`config.mk`:
```
export PLATFORM = sky130hd
export DESIGN_NAME = sam_top
export DESIGN_NICKNAME = d
export VERILOG_FILES = /design/src/sam_pkg.sv /design/src/sam_top.sv
export SDC_FILE = /design/constraint.sdc
export NUM_CORES = 2
export LEC_CHECK = 0
export BUFFER_PORTS_ARGS = -buffer_cell sky130_fd_sc_hd__clkbuf_2
export CAP_MARGIN = 20
export CORE_ASPECT_RATIO = 0.75
export CORE_UTILIZATION = 32
export CTS_BUF_LIST = sky130_fd_sc_hd__clkbuf_16
export CTS_CLUSTER_SIZE = 12
export DETAILED_ROUTE_END_ITERATION = 6
export HOLD_SLACK_MARGIN = 0.06
export MAX_ROUTING_LAYER = met4
export SLEW_MARGIN = 20
export SYNTH_ARGS = -nofsm -noshare
export SYNTH_HDL_FRONTEND = slang
export SYNTH_SLANG_ARGS = --single-unit
```
`constraint.sdc`:
```
create_clock -name CLK_I -period 8.9 [get_ports CLK_I]
set_input_delay 0 -clock CLK_I [delete_from_list [all_inputs] [get_ports CLK_I]]
set_output_delay 0 -clock CLK_I [all_outputs]
set_load 0.005 [all_outputs]
```
`src/sam_pkg.sv`:
```
// sam_pkg: constants, register map and state type of the setpoint alarm
// monitor; assumes a 250 MHz clock and 32-bit APB access.
// Behaviour
// A disabled alarm never trips and touches no output or record.
// Over alarm: pickup condition holds while value exceeds pickup setpoint.
// Under alarm: pickup condition holds while value is below pickup setpoint.
// Trip after pickup held for 0..999999 s; any break restarts count.
// Tripped over alarm: dropout condition holds while value below dropout.
// Alarm ends after dropout held 0..999999 s; under uses above dropout.
// Each alarm holds priority high, medium, low or none.
// Each alarm selects none, output one, output two or both to drive.
// In alarm mode the indicator LED blinks while an alarm is active.
// LED mode selects energy pulse or alarm; fixed variants ignore alarm.
// Active-alarm indication rises on trips of priority low, medium, high.
// High priority keeps the indication until that alarm is acknowledged.
// Each pickup enters the alarm into the readable active list.
// Keep history, per-alarm occurrence counts and unacknowledged set.
// Delays count a one-second tick; zero delay acts at once.
// Low and medium priority indication clears at dropout without ack.
package sam_pkg;
	localparam int SAM_NA   = 4;
	localparam int SAM_AIW  = 2;
	localparam int SAM_DW   = 32;
	localparam int SAM_DLYW = 20;
	localparam int SAM_OCCW = 16;
	localparam int SAM_AW   = 12;
	localparam logic [SAM_DLYW-1:0] SAM_DLY_MAX = 20'hF_423F;
	// one second at the clock rate
	localparam longint SAM_SEC_NS      = 1000000000;
	localparam longint SAM_CLK_NS      = 4;
	localparam int     SAM_TICK_CYCLES = int'(SAM_SEC_NS / SAM_CLK_NS);
	// global registers
	localparam logic [SAM_AW-1:0] SAM_A_STATUS  = 12'h000;
	localparam logic [SAM_AW-1:0] SAM_A_IRQ_CLR = 12'h004;
	localparam logic [SAM_AW-1:0] SAM_A_IRQ_EN  = 12'h008;
	localparam logic [SAM_AW-1:0] SAM_A_LED     = 12'h00C;
	localparam logic [SAM_AW-1:0] SAM_A_ACTIVE  = 12'h010;
	localparam logic [SAM_AW-1:0] SAM_A_UNACK   = 12'h014;
	localparam logic [SAM_AW-1:0] SAM_A_ACK     = 12'h018;
	localparam logic [SAM_AW-1:0] SAM_A_HIST    = 12'h01C;
	localparam logic [SAM_AW-1:0] SAM_A_SECONDS = 12'h020;
	// per-alarm block: base + index * 32
	localparam logic [SAM_AW-1:0] SAM_A_ALM_BASE = 12'h040;
	localparam int                SAM_A_STR_SH   = 5;
	localparam logic [4:0] SAM_S_CFG = 5'h00;
	localparam logic [4:0] SAM_S_PU  = 5'h04;
	localparam logic [4:0] SAM_S_DO  = 5'h08;
	localparam logic [4:0] SAM_S_PUD = 5'h0C;
	localparam logic [4:0] SAM_S_DOD = 5'h10;
	localparam logic [4:0] SAM_S_OCC = 5'h14;
	// configuration and history record fields
	localparam int SAM_CFG_EN    = 0;
	localparam int SAM_CFG_UNDER = 1;
	localparam int SAM_CFG_PRIO  = 2;
	localparam int SAM_CFG_DOUT  = 4;
	localparam int SAM_HIST_VAL  = 3;
	localparam int SAM_HIST_DROP = 2;
	localparam int SAM_HIST_SEC  = 8;

	typedef enum logic [1:0] {
		SAM_PRIO_NONE = 2'h0,
		SAM_PRIO_LOW  = 2'h1,
		SAM_PRIO_MED  = 2'h2,
		SAM_PRIO_HIGH = 2'h3
	} sam_prio_t;

	typedef struct packed {
		logic [SAM_NA-1:0]                en;
		logic [SAM_NA-1:0]                under;
		logic [SAM_NA-1:0][1:0]           prio;
		logic [SAM_NA-1:0][1:0]           dsel;
		logic [SAM_NA-1:0][SAM_DW-1:0]    pu;
		logic [SAM_NA-1:0][SAM_DW-1:0]    dr;
		logic [SAM_NA-1:0][SAM_DLYW-1:0]  pud;
		logic [SAM_NA-1:0][SAM_DLYW-1:0]  dod;
		logic [SAM_NA-1:0][SAM_DLYW-1:0]  cnt;
		logic [SAM_NA-1:0][SAM_OCCW-1:0]  occ;
		logic [SAM_NA-1:0]                active;
		logic [SAM_NA-1:0]                unack;
		logic [2*SAM_NA-1:0]              status;
		logic [2*SAM_NA-1:0]              irq_en;
		logic                             led_alarm;
		logic [SAM_DW-1:0]                hist;
		logic [SAM_DW-1:0]                secs;
		logic [SAM_DW-1:0]                div;
		logic                             blink;
		logic                             dout1;
		logic                             dout2;
		logic                             ind;
		logic                             led;
		logic                             irq;
		logic [SAM_DW-1:0]                prdata;
		logic                             pslverr;
	} sam_state_t;

	localparam sam_state_t SAM_STATE_RST = '0;
endpackage : sam_pkg

```
`src/sam_top.sv`:
```
// sam_top: setpoint alarm monitor with APB registers, one-second delay
// qualification, digital outputs, indicator LED and interrupt.
// VALUE_I and ENERGY_PULSE_I come from metering logic on CLK_I.
//
// Decided for this implementation: the register offsets and the APB register port.
`timescale 1ns/1ps
module sam_top
	import sam_pkg::*;
#(
	parameter int   TICK_CYCLES      = SAM_TICK_CYCLES,
	parameter logic LED_FIXED_ENERGY = 1'b0
) (
	// clock and reset
	input  wire logic                     CLK_I,
	input  wire logic                     RSTN_I,
	// apb slave
	input  wire logic                     PSEL_I,
	input  wire logic                     PENABLE_I,
	input  wire logic                     PWRITE_I,
	input  wire logic [SAM_AW-1:0]        PADDR_I,
	input  wire logic [SAM_DW-1:0]        PWDATA_I,
	output logic      [SAM_DW-1:0]        PRDATA_O,
	output logic                          PREADY_O,
	output logic                          PSLVERR_O,
	// measurement
	input  wire logic [SAM_NA*SAM_DW-1:0] VALUE_I,
	input  wire logic                     ENERGY_PULSE_I,
	// alarm outputs
	output logic                          DIGITAL_OUTPUT_ONE_O,
	output logic                          DIGITAL_OUTPUT_TWO_O,
	output logic                          ALARM_ACTIVE_O,
	output logic                          LED_O,
	output logic                          IRQ_O
);
	sam_state_t              r_reg;
	sam_state_t              r_next;
	logic [SAM_NA-1:0]       pu_cond;
	logic [SAM_NA-1:0]       do_cond;
	logic [SAM_NA-1:0]       ev_pu;
	logic [SAM_NA-1:0]       ev_do;
	logic [SAM_NA-1:0]       set_ua;
	logic [SAM_NA-1:0]       sel1;
	logic [SAM_NA-1:0]       sel2;
	logic [SAM_NA-1:0]       p_nz;
	logic [SAM_NA-1:0]       p_hi;
	logic [SAM_AW-1:0]       aoff;
	logic [SAM_AIW-1:0]      ai;
	logic [4:0]              sub;
	logic                    in_alm;
	logic                    wr;
	logic                    tick;
	logic                    mapped;
	logic [SAM_DW-1:0]       rd;
	logic [SAM_DLYW-1:0]     wdly;

	// comparators, one set per alarm
	for (genvar g = 0; g < SAM_NA; g++) begin : g_cmp
		logic [SAM_DW-1:0] v;
		assign v = VALUE_I[g*SAM_DW +: SAM_DW];
		assign pu_cond[g] = r_reg.under[g] ? (v < r_reg.pu[g])
		                                   : (v > r_reg.pu[g]);
		assign do_cond[g] = r_reg.under[g] ? (v > r_reg.dr[g])
		                                   : (v < r_reg.dr[g]);
		assign sel1[g] = r_reg.dsel[g][0];
		assign sel2[g] = r_reg.dsel[g][1];
		assign p_nz[g] = r_reg.prio[g] != SAM_PRIO_NONE;
		assign p_hi[g] = r_reg.prio[g] == SAM_PRIO_HIGH;
	end

	assign aoff   = PADDR_I - SAM_A_ALM_BASE;
	assign in_alm = (PADDR_I >= SAM_A_ALM_BASE) && (PADDR_I[1:0] == 2'h0)
	             && (int'(aoff >> SAM_A_STR_SH) < SAM_NA);
	assign ai     = aoff[SAM_A_STR_SH +: SAM_AIW];
	assign sub    = aoff[4:0];
	assign wr     = PSEL_I & PENABLE_I & PWRITE_I;
	assign tick   = r_reg.div == 32'(TICK_CYCLES - 1);
	// out-of-range delays saturate at the largest legal setting
	assign wdly   = (PWDATA_I > 32'(SAM_DLY_MAX)) ? SAM_DLY_MAX
	                                               : PWDATA_I[SAM_DLYW-1:0];

	always_comb begin
		mapped = 1'b1;
		rd     = '0;
		if (in_alm) begin
			case (sub)
				SAM_S_CFG: rd = {26'h000_0000, r_reg.dsel[ai],
				                 r_reg.prio[ai], r_reg.under[ai],
				                 r_reg.en[ai]};
				SAM_S_PU:  rd = r_reg.pu[ai];
				SAM_S_DO:  rd = r_reg.dr[ai];
				SAM_S_PUD: rd = 32'(r_reg.pud[ai]);
				SAM_S_DOD: rd = 32'(r_reg.dod[ai]);
				SAM_S_OCC: rd = 32'(r_reg.occ[ai]);
				default:   mapped = 1'b0;
			endcase
		end else begin
			case (PADDR_I)
				SAM_A_STATUS:  rd = 32'(r_reg.status);
				SAM_A_IRQ_CLR: rd = '0;
				SAM_A_IRQ_EN:  rd = 32'(r_reg.irq_en);
				SAM_A_LED:     rd = 32'(r_reg.led_alarm);
				SAM_A_ACTIVE:  rd = 32'(r_reg.active);
				SAM_A_UNACK:   rd = 32'(r_reg.unack);
				SAM_A_ACK:     rd = '0;
				SAM_A_HIST:    rd = r_reg.hist;
				SAM_A_SECONDS: rd = r_reg.secs;
				default:       mapped = 1'b0;
			endcase
		end
	end

	always_comb begin
		r_next = r_reg;
		ev_pu  = '0;
		ev_do  = '0;
		set_ua = '0;
		r_next.div = tick ? '0 : r_reg.div + 32'h0000_0001;
		if (tick) begin
			r_next.secs = r_reg.secs + 32'h0000_0001;
		end
		if (tick || r_reg.div == 32'(TICK_CYCLES / 2 - 1)) begin
			r_next.blink = ~r_reg.blink;
		end
		// counts whole ticks, so a delay of n s resolves to n-1..n s
		for (int i = 0; i < SAM_NA; i++) begin
			if (!r_reg.en[i]) begin
				r_next.active[i] = 1'b0;
				r_next.cnt[i]    = '0;
			end else if (!r_reg.active[i]) begin
				if (!pu_cond[i]) begin
					r_next.cnt[i] = '0;
				end else if (r_reg.cnt[i] >= r_reg.pud[i]) begin
					r_next.active[i] = 1'b1;
					r_next.cnt[i]    = '0;
					ev_pu[i]         = 1'b1;
				end else if (tick) begin
					r_next.cnt[i] = r_reg.cnt[i] + 20'h0_0001;
				end
			end else begin
				if (!do_cond[i]) begin
					r_next.cnt[i] = '0;
				end else if (r_reg.cnt[i] >= r_reg.dod[i]) begin
					r_next.active[i] = 1'b0;
					r_next.cnt[i]    = '0;
					ev_do[i]         = 1'b1;
				end else if (tick) begin
					r_next.cnt[i] = r_reg.cnt[i] + 20'h0_0001;
				end
			end
			if (ev_pu[i]) begin
				if (r_reg.occ[i] != 16'hFFFF) begin
					r_next.occ[i] = r_reg.occ[i] + 16'h0001;
				end
				set_ua[i] = p_nz[i];
			end
			// simultaneous events: the highest index is kept
			if (ev_pu[i] || ev_do[i]) begin
				r_next.hist = {r_reg.secs[SAM_DW-SAM_HIST_SEC-1:0], 4'h0,
				               1'b1, ev_do[i], SAM_AIW'(i)};
			end
		end
		// configuration writes
		if (wr && in_alm) begin
			case (sub)
				SAM_S_CFG: begin
					r_next.en[ai]    = PWDATA_I[SAM_CFG_EN];
					r_next.under[ai] = PWDATA_I[SAM_CFG_UNDER];
					r_next.prio[ai]  = PWDATA_I[SAM_CFG_PRIO +: 2];
					r_next.dsel[ai]  = PWDATA_I[SAM_CFG_DOUT +: 2];
				end
				SAM_S_PU:  r_next.pu[ai]  = PWDATA_I;
				SAM_S_DO:  r_next.dr[ai]  = PWDATA_I;
				SAM_S_PUD: r_next.pud[ai] = wdly;
				SAM_S_DOD: r_next.dod[ai] = wdly;
				default:   r_next.pu[ai]  = r_reg.pu[ai];
			endcase
		end
		if (wr && PADDR_I == SAM_A_IRQ_EN) begin
			r_next.irq_en = PWDATA_I[2*SAM_NA-1:0];
		end
		if (wr && PADDR_I == SAM_A_LED) begin
			r_next.led_alarm = PWDATA_I[0];
		end
		// sticky bits: a new event wins over a clear in the same cycle
		r_next.status = (r_reg.status
		    & ~((wr && PADDR_I == SAM_A_IRQ_CLR)
		        ? PWDATA_I[2*SAM_NA-1:0] : '0)) | {ev_do, ev_pu};
		r_next.unack = (r_reg.unack
		    & ~((wr && PADDR_I == SAM_A_ACK)
		        ? PWDATA_I[SAM_NA-1:0] : '0)) | set_ua;
		// outputs follow the next alarm state so they move with it
		r_next.dout1 = |(r_next.active & sel1);
		r_next.dout2 = |(r_next.active & sel2);
		r_next.ind   = |(r_next.active & p_nz)
		             | |(r_next.unack & p_hi);
		r_next.led   = (r_reg.led_alarm && !LED_FIXED_ENERGY)
		             ? (|r_next.active & r_reg.blink)
		             : ENERGY_PULSE_I;
		r_next.irq   = |(r_next.status & r_reg.irq_en);
		// read data is captured in the setup phase: zero wait states
		if (PSEL_I && !PENABLE_I) begin
			r_next.prdata  = rd;
			r_next.pslverr = ~mapped;
		end
	end

	always_ff @(posedge CLK_I) begin
		if (!RSTN_I) begin
			r_reg <= SAM_STATE_RST;
		end else begin
			r_reg <= r_next;
		end
	end

	assign PRDATA_O             = r_reg.prdata;
	assign PREADY_O             = 1'b1;
	assign PSLVERR_O            = r_reg.pslverr & PSEL_I & PENABLE_I;
	assign DIGITAL_OUTPUT_ONE_O = r_reg.dout1;
	assign DIGITAL_OUTPUT_TWO_O = r_reg.dout2;
	assign ALARM_ACTIVE_O       = r_reg.ind;
	assign LED_O                = r_reg.led;
	assign IRQ_O                = r_reg.irq;
endmodule : sam_top

```
Word level (Yosys, flattened, before mapping). Index checks and enable logic that the tools add are counted. Widths: inputs -> output; s select.

Bitwise logic cells: 21. $lt $le $gt $ge: 29. $add $sub $neg: 11. Muxes and demuxes: 134. Equal/unequal tests: 23. Reductions and logical operators: 46.

Operators with widths (count): $mux 20 (28); $bwmux 128 (3); $gt 32x32->1 (8); $lt 32x32->1 (8); $mux 32 (8); $pmux 128 s2 (1); $pmux 32 s7 (1); $pmux 32 s6 (1); $bwmux 80 (2); $ge 20x20->1 (8); $bmux 32 s2 (2); $add 20x1->20 const B (4); $bmux 20 s2 (2); $mux 1 (67); $add 16x1->16 const B (4); $add 32x1->32 const B (2); $demux 32 s2 (1); $ne 16x16->1 const B (4); $eq 12x5->1 const B (4); $demux 20 s2 (1); $bmux 16 s2 (1); $eq 32x27->1 const B (1); $eq 32x28->1 const B (1); $gt 32x20->1 const B (1); other kinds (45) (101).

Output and inout port bits: 39. Register bits after elaboration: 740. Word-level logic and storage cells: 314.

Depth between registers and ports, before layout.
Depth in word-level cells: 10. Gate-level depth with buffers: 15. Gate-level depth less buffers: 12.

Worst setup path after synthesis. OpenSTA, ideal clock, no wires.

Path type: register to register. From: register r_reg[693] (netlist name). To: register r_reg[115] (netlist name). Arrival: 3.007 ns. Clock period less this slack: 3.139 ns. Path slack: 5.761 ns. Required time: 8.768 ns. Stages on the path, launching flop included: 15. Path through: dfxtp_1 -> inv_1 -> ha_1 -> a21o_1 -> a21o_1 -> a221oi_1 -> a211oi_1 -> or3_1 -> o2111ai_2 -> nand2_2 -> or4b_1 -> buf_4 -> buf_6 -> o21ai_1 -> a21oi_1.

Word-level cells in the longest chain between the ends: 7. Elaborated cells on any way between the ends: 9.

Ends and longest elaborated chain: from (decl) (line sam_top.sv:35) `sam_state_t r_reg;`; from (signal assigned) (line sam_top.sv:211) `r_reg <= r_next;`; $gt 32x32->1 / $lt 32x32->1 (equally long branches) (line sam_top.sv:61, sam_top.sv:60); $mux 1 * (line sam_top.sv:60) `assign pu_cond[g] = r_reg.under[g] ? (v < r_reg.pu[g])`; $mux 1 * (line sam_top.sv:130) `if (!pu_cond[i]) begin`; $mux 1 * (line sam_top.sv:129) `end else if (!r_reg.active[i]) begin`; $mux 1 * (line sam_top.sv:126) `if (!r_reg.en[i]) begin`; $logic_or 1x1->1 * (line sam_top.sv:157) `if (ev_pu[i] || ev_do[i]) begin`; $reduce_bool 4->1 (no source line) / $mux 32 (equally long branches).

Mark *: on every way between the ends. The rest lies on a longest branch, timed or not. A chain may end at the register's enable or synchronous reset.

Worst setup path after layout.
From: register r_reg[537] (netlist name). To: register r_reg[134] (netlist name).

Word-level cells in the longest chain between the ends: 8. Elaborated cells on any way between the ends: 10.

Ends and longest elaborated chain: $lt 32x32->1 / $gt 32x32->1 (equally long branches) (line sam_top.sv:63, sam_top.sv:62); $mux 1 * (line sam_top.sv:62) `assign do_cond[g] = r_reg.under[g] ? (v > r_reg.dr[g])`; $mux 1 * (line sam_top.sv:140) `if (!do_cond[i]) begin`; $mux 1 * (line sam_top.sv:129); $mux 1 * (line sam_top.sv:126); $logic_or 1x1->1 * (line sam_top.sv:157); $mux 32 (2 in a row) (line sam_top.sv:157).

Marks and branches as above.

==> flow_metrics.tcl <==
set metrics [dict create \
    wl_um 169800 \
    drt_iter0_drc 5537 \
    crit_buf_inv 1 \
    grt_pass1_vias 36120 \
    worst_pin_slew_ps 1586 \
    crit_slowest_cell "or4b_1" \
    first_pass_iters 7 \
    max_freq_mhz 206.6 \
    crit_path_end "r_reg[134]" \
    ys_types 97 \
    vdd_drop_max_mv 0.1326 \
    rrSetupSlack_ps 4060 \
    avgRoutedWirePerCell_um 23.87 \
    track_usage_pct 24.54 \
    synth_area_mm2 0.04353 \
    cts_buffer_depth 3 \
    clkTransAtPathRegs_ps 60 \
    synthArstFlopShare_pct 0 \
    grt_pass1_wl_um 245400 \
    clk_latency_ps 680 \
    fin_area_mm2 0.04884 \
    area_growth_pct 12.21 \
    ys_seq_elements 740 \
    cts_tree "yes" \
    die_area_mm2 0.1375 \
    drive_above_1_share_pct 10.77 \
    violations "DRC, capacitance limit, slew limit" \
    rsz0062_at_grt "false" \
    drv_cap 1 \
    finalClockSkew_ps 23.75 \
    tns_ps 0 \
    antenna_found_initial 19 \
    required_ps 9420 \
    overflow 0 \
    ctsRootBufferMaster "clkbuf_16" \
    min_path_type "input port to flip-flop" \
    synth_area_leader_cell "dfxtp_1" \
    slowest_delay_ps 940 \
    grt_max_degree 189 \
    crit_fanout 25 \
    reg2reg_depth 12 \
    timing.rr.start "r_reg[537]" \
    cts_made_buffers 77 \
    seq_area_frac_synth_pct 34.03 \
    ys_warn_count 0 \
    dr_total_vias 40010 \
    synth_edf_count 0 \
    final_common_cell "dfxtp_1" \
    layout_common_cells "740 x dfxtp_1, 569 x nor2_1, 569 x nand2_1" \
    cp-end-kind "flip-flop" \
    postSynthCellCount 5199 \
    antenna_left 0 \
    period_share_pct 54.38 \
    clock_sinks 740 \
    ys.flop_type "dfxtp_1" \
    postSynthAreaPerCell_um2 8.372 \
    drv_slew 2 \
    crit_path_start "r_reg[537]" \
    rows 116 \
    cp.depth 12 \
    cp.arrival_ps 5350 \
    slew_headroom_pct -6.871 \
    hold_violations 0 \
    fin_nets 5893 \
    portBuffers 215 \
    largest_reg_flops 703 \
    p_total_mw 6.908 \
    path_class "flip-flop to flip-flop" \
    post_cts_buffers 0 \
    setup-violations-final 0 \
    gp_congestion 1.022 \
    drc 20 \
    p_leak_nw 16.70 \
    reg2reg_to "r_reg[134]" \
    period_needed_ps 4840 \
    core-area_mm2 0.1341 \
    synthTopCellsByArea "dfxtp_1 34%, ha_1 12%, mux4_2 6.5%" \
    power_density_mw_per_mm2 141.4 \
    synth_top_area_share_pct 34.03 \
    synthesis.nets 5805 \
    cp_cell_sequence "inv_1 -> ha_1 -> a21oi_1 -> o21ai_0 -> a221oi_1 -> o32ai_1 -> o31a_1 -> o21bai_1 -> nor2_1 -> or4b_1 -> o21ai_0 -> a21oi_1" \
    hp-start "PADDR_I[9]" \
    critPathLaunchType "flip-flop" \
    cp_top_family "compound AO/OA/AOI/OAI gates" \
    die_x_um 427.9 \
    die_h_um 321.4 \
    placedInstanceArea_mm2 0.04615 \
    io_pins 217 \
    hpwlAfterDp_um 127100 \
    start_util_pct 32.46 \
    via_per_inst 5.625 \
    status "complete, but fails checks" \
    htree_levels 3 \
]
-- cell usage after synthesis, types with 5 or more instances --
master and n:
dfxtp_1 740, nor2_1 587, nand2_1 570, inv_1 454
a21oi_1 429, ha_1 428, a211oi_1 251, clkbuf_1 237
nand3_1 235, mux4_2 126, o21ai_0 122, xor2_1 96
nand4_1 94, a22oi_1 78, xnor2_1 76, mux2i_1 59
a21o_1 49, and3_1 48, nor3_1 45, o211ai_1 40
buf_4 34, or3_1 32, buf_1 28, and2_1 27
and4_1 24, nor2b_1 22, o21ai_1 21, o221ai_1 20
a31oi_1 17, nor4_1 17, o21a_1 12, or2_2 12
nand2b_1 11, a22o_1 10, a211o_1 8, a21boi_0 8
a221oi_1 8, buf_2 8, a222oi_1 7, o2111ai_1 7
a2111oi_0 5, or4_1 5
-- logic make-up (layout without fill, tap and decap cells) --
logic type | after synthesis | after routing | share of synthesized area (%)
compound gates | 1140 | 1140 | 16.86
xor+xnor | 172 | 172 | 3.461
fa+ha+maj | 428 | 428 | 12.30
buf+inv | 765 | 895 | 6.948
flops | 740 | 740 | 34.03
mux | 185 | 185 | 7.876
other cells | 1 | 15 | 0.008615
simple gates | 1768 | 1768 | 18.51
-- worst min-delay path by stage --
stage                 end  depth (start not counted)
4_1_cts        r_reg[135]                          6
2_1_floorplan  r_reg[473]                          2
3_5_place_dp   r_reg[487]                          3
3_3_place_gp   r_reg[519]                          3
5_1_grt        r_reg[487]                          4
6_report         r_reg[0]                          5
-- cell type report --
| class | instances | area (um^2) |
|---|---|---|
| clock inverter | 42 | 257.7 |
| inverter | 456 | 1719 |
| fill | 13850 | 85260 |
| sequential | 740 | 14810 |
| tap | 1770 | 2215 |
| antenna | 14 | 35.03 |
| multi-input combinational | 3694 | 25830 |
| clock buffer | 79 | 1977 |
| timing repair buffer | 318 | 1993 |
-- per-stage QoR --
| stage | util [%] | setup slack (ps) | instances | hold WS (ps) |
|---|---|---|---|---|
| final | 36.42 | 4060 | 7113 | 132.3 |
| after global routing | 36.42 | 3830 | 7113 | 191.3 |
| after CTS | 36.39 | 4302 | 7099 | 91.54 |
| after detailed placement | 34.42 | 4329 | 6937 | 323.0 |
| after global placement | 34.42 | 4337 | 6937 | 318.9 |
| after floorplan | - | 5761 | 5199 | 136.0 |
-- power breakdown --
| part | internal (mW) | total (mW) | switching [mW] |
|---|---|---|---|
| combinational | 0.163 | 0.486 | 0.323 |
| sequential | 3.32 | 3.33 | 0.00671 |
| clock | 1.65 | 3.09 | 1.44 |
-- tightest hold or removal path, delay by kind of cell --
family                 cells  cell delay [ps]
and+or+nand+nor            3              480
AOI/OAI and AO/OA          1              130
buffers and inverters      1              140
-- per-layer routing --
layer	part of all wire [%]	GRT usage, %	wire (um)	up-vias
li1	-	-	-	18510
met1	46	35.59	78020	19240
met2	39	32.27	66700	2045
met3	12	7.197	20840	217
met4	2.5	6.675	4207	0
met5	0	-	0	-
-- timing repair --
action | CTS | global route
hold buffers | 41 | 0
hold endpoints to repair | 314 | 0
resized for setup | 0 | 0
(Power assumes the default switching activity.)
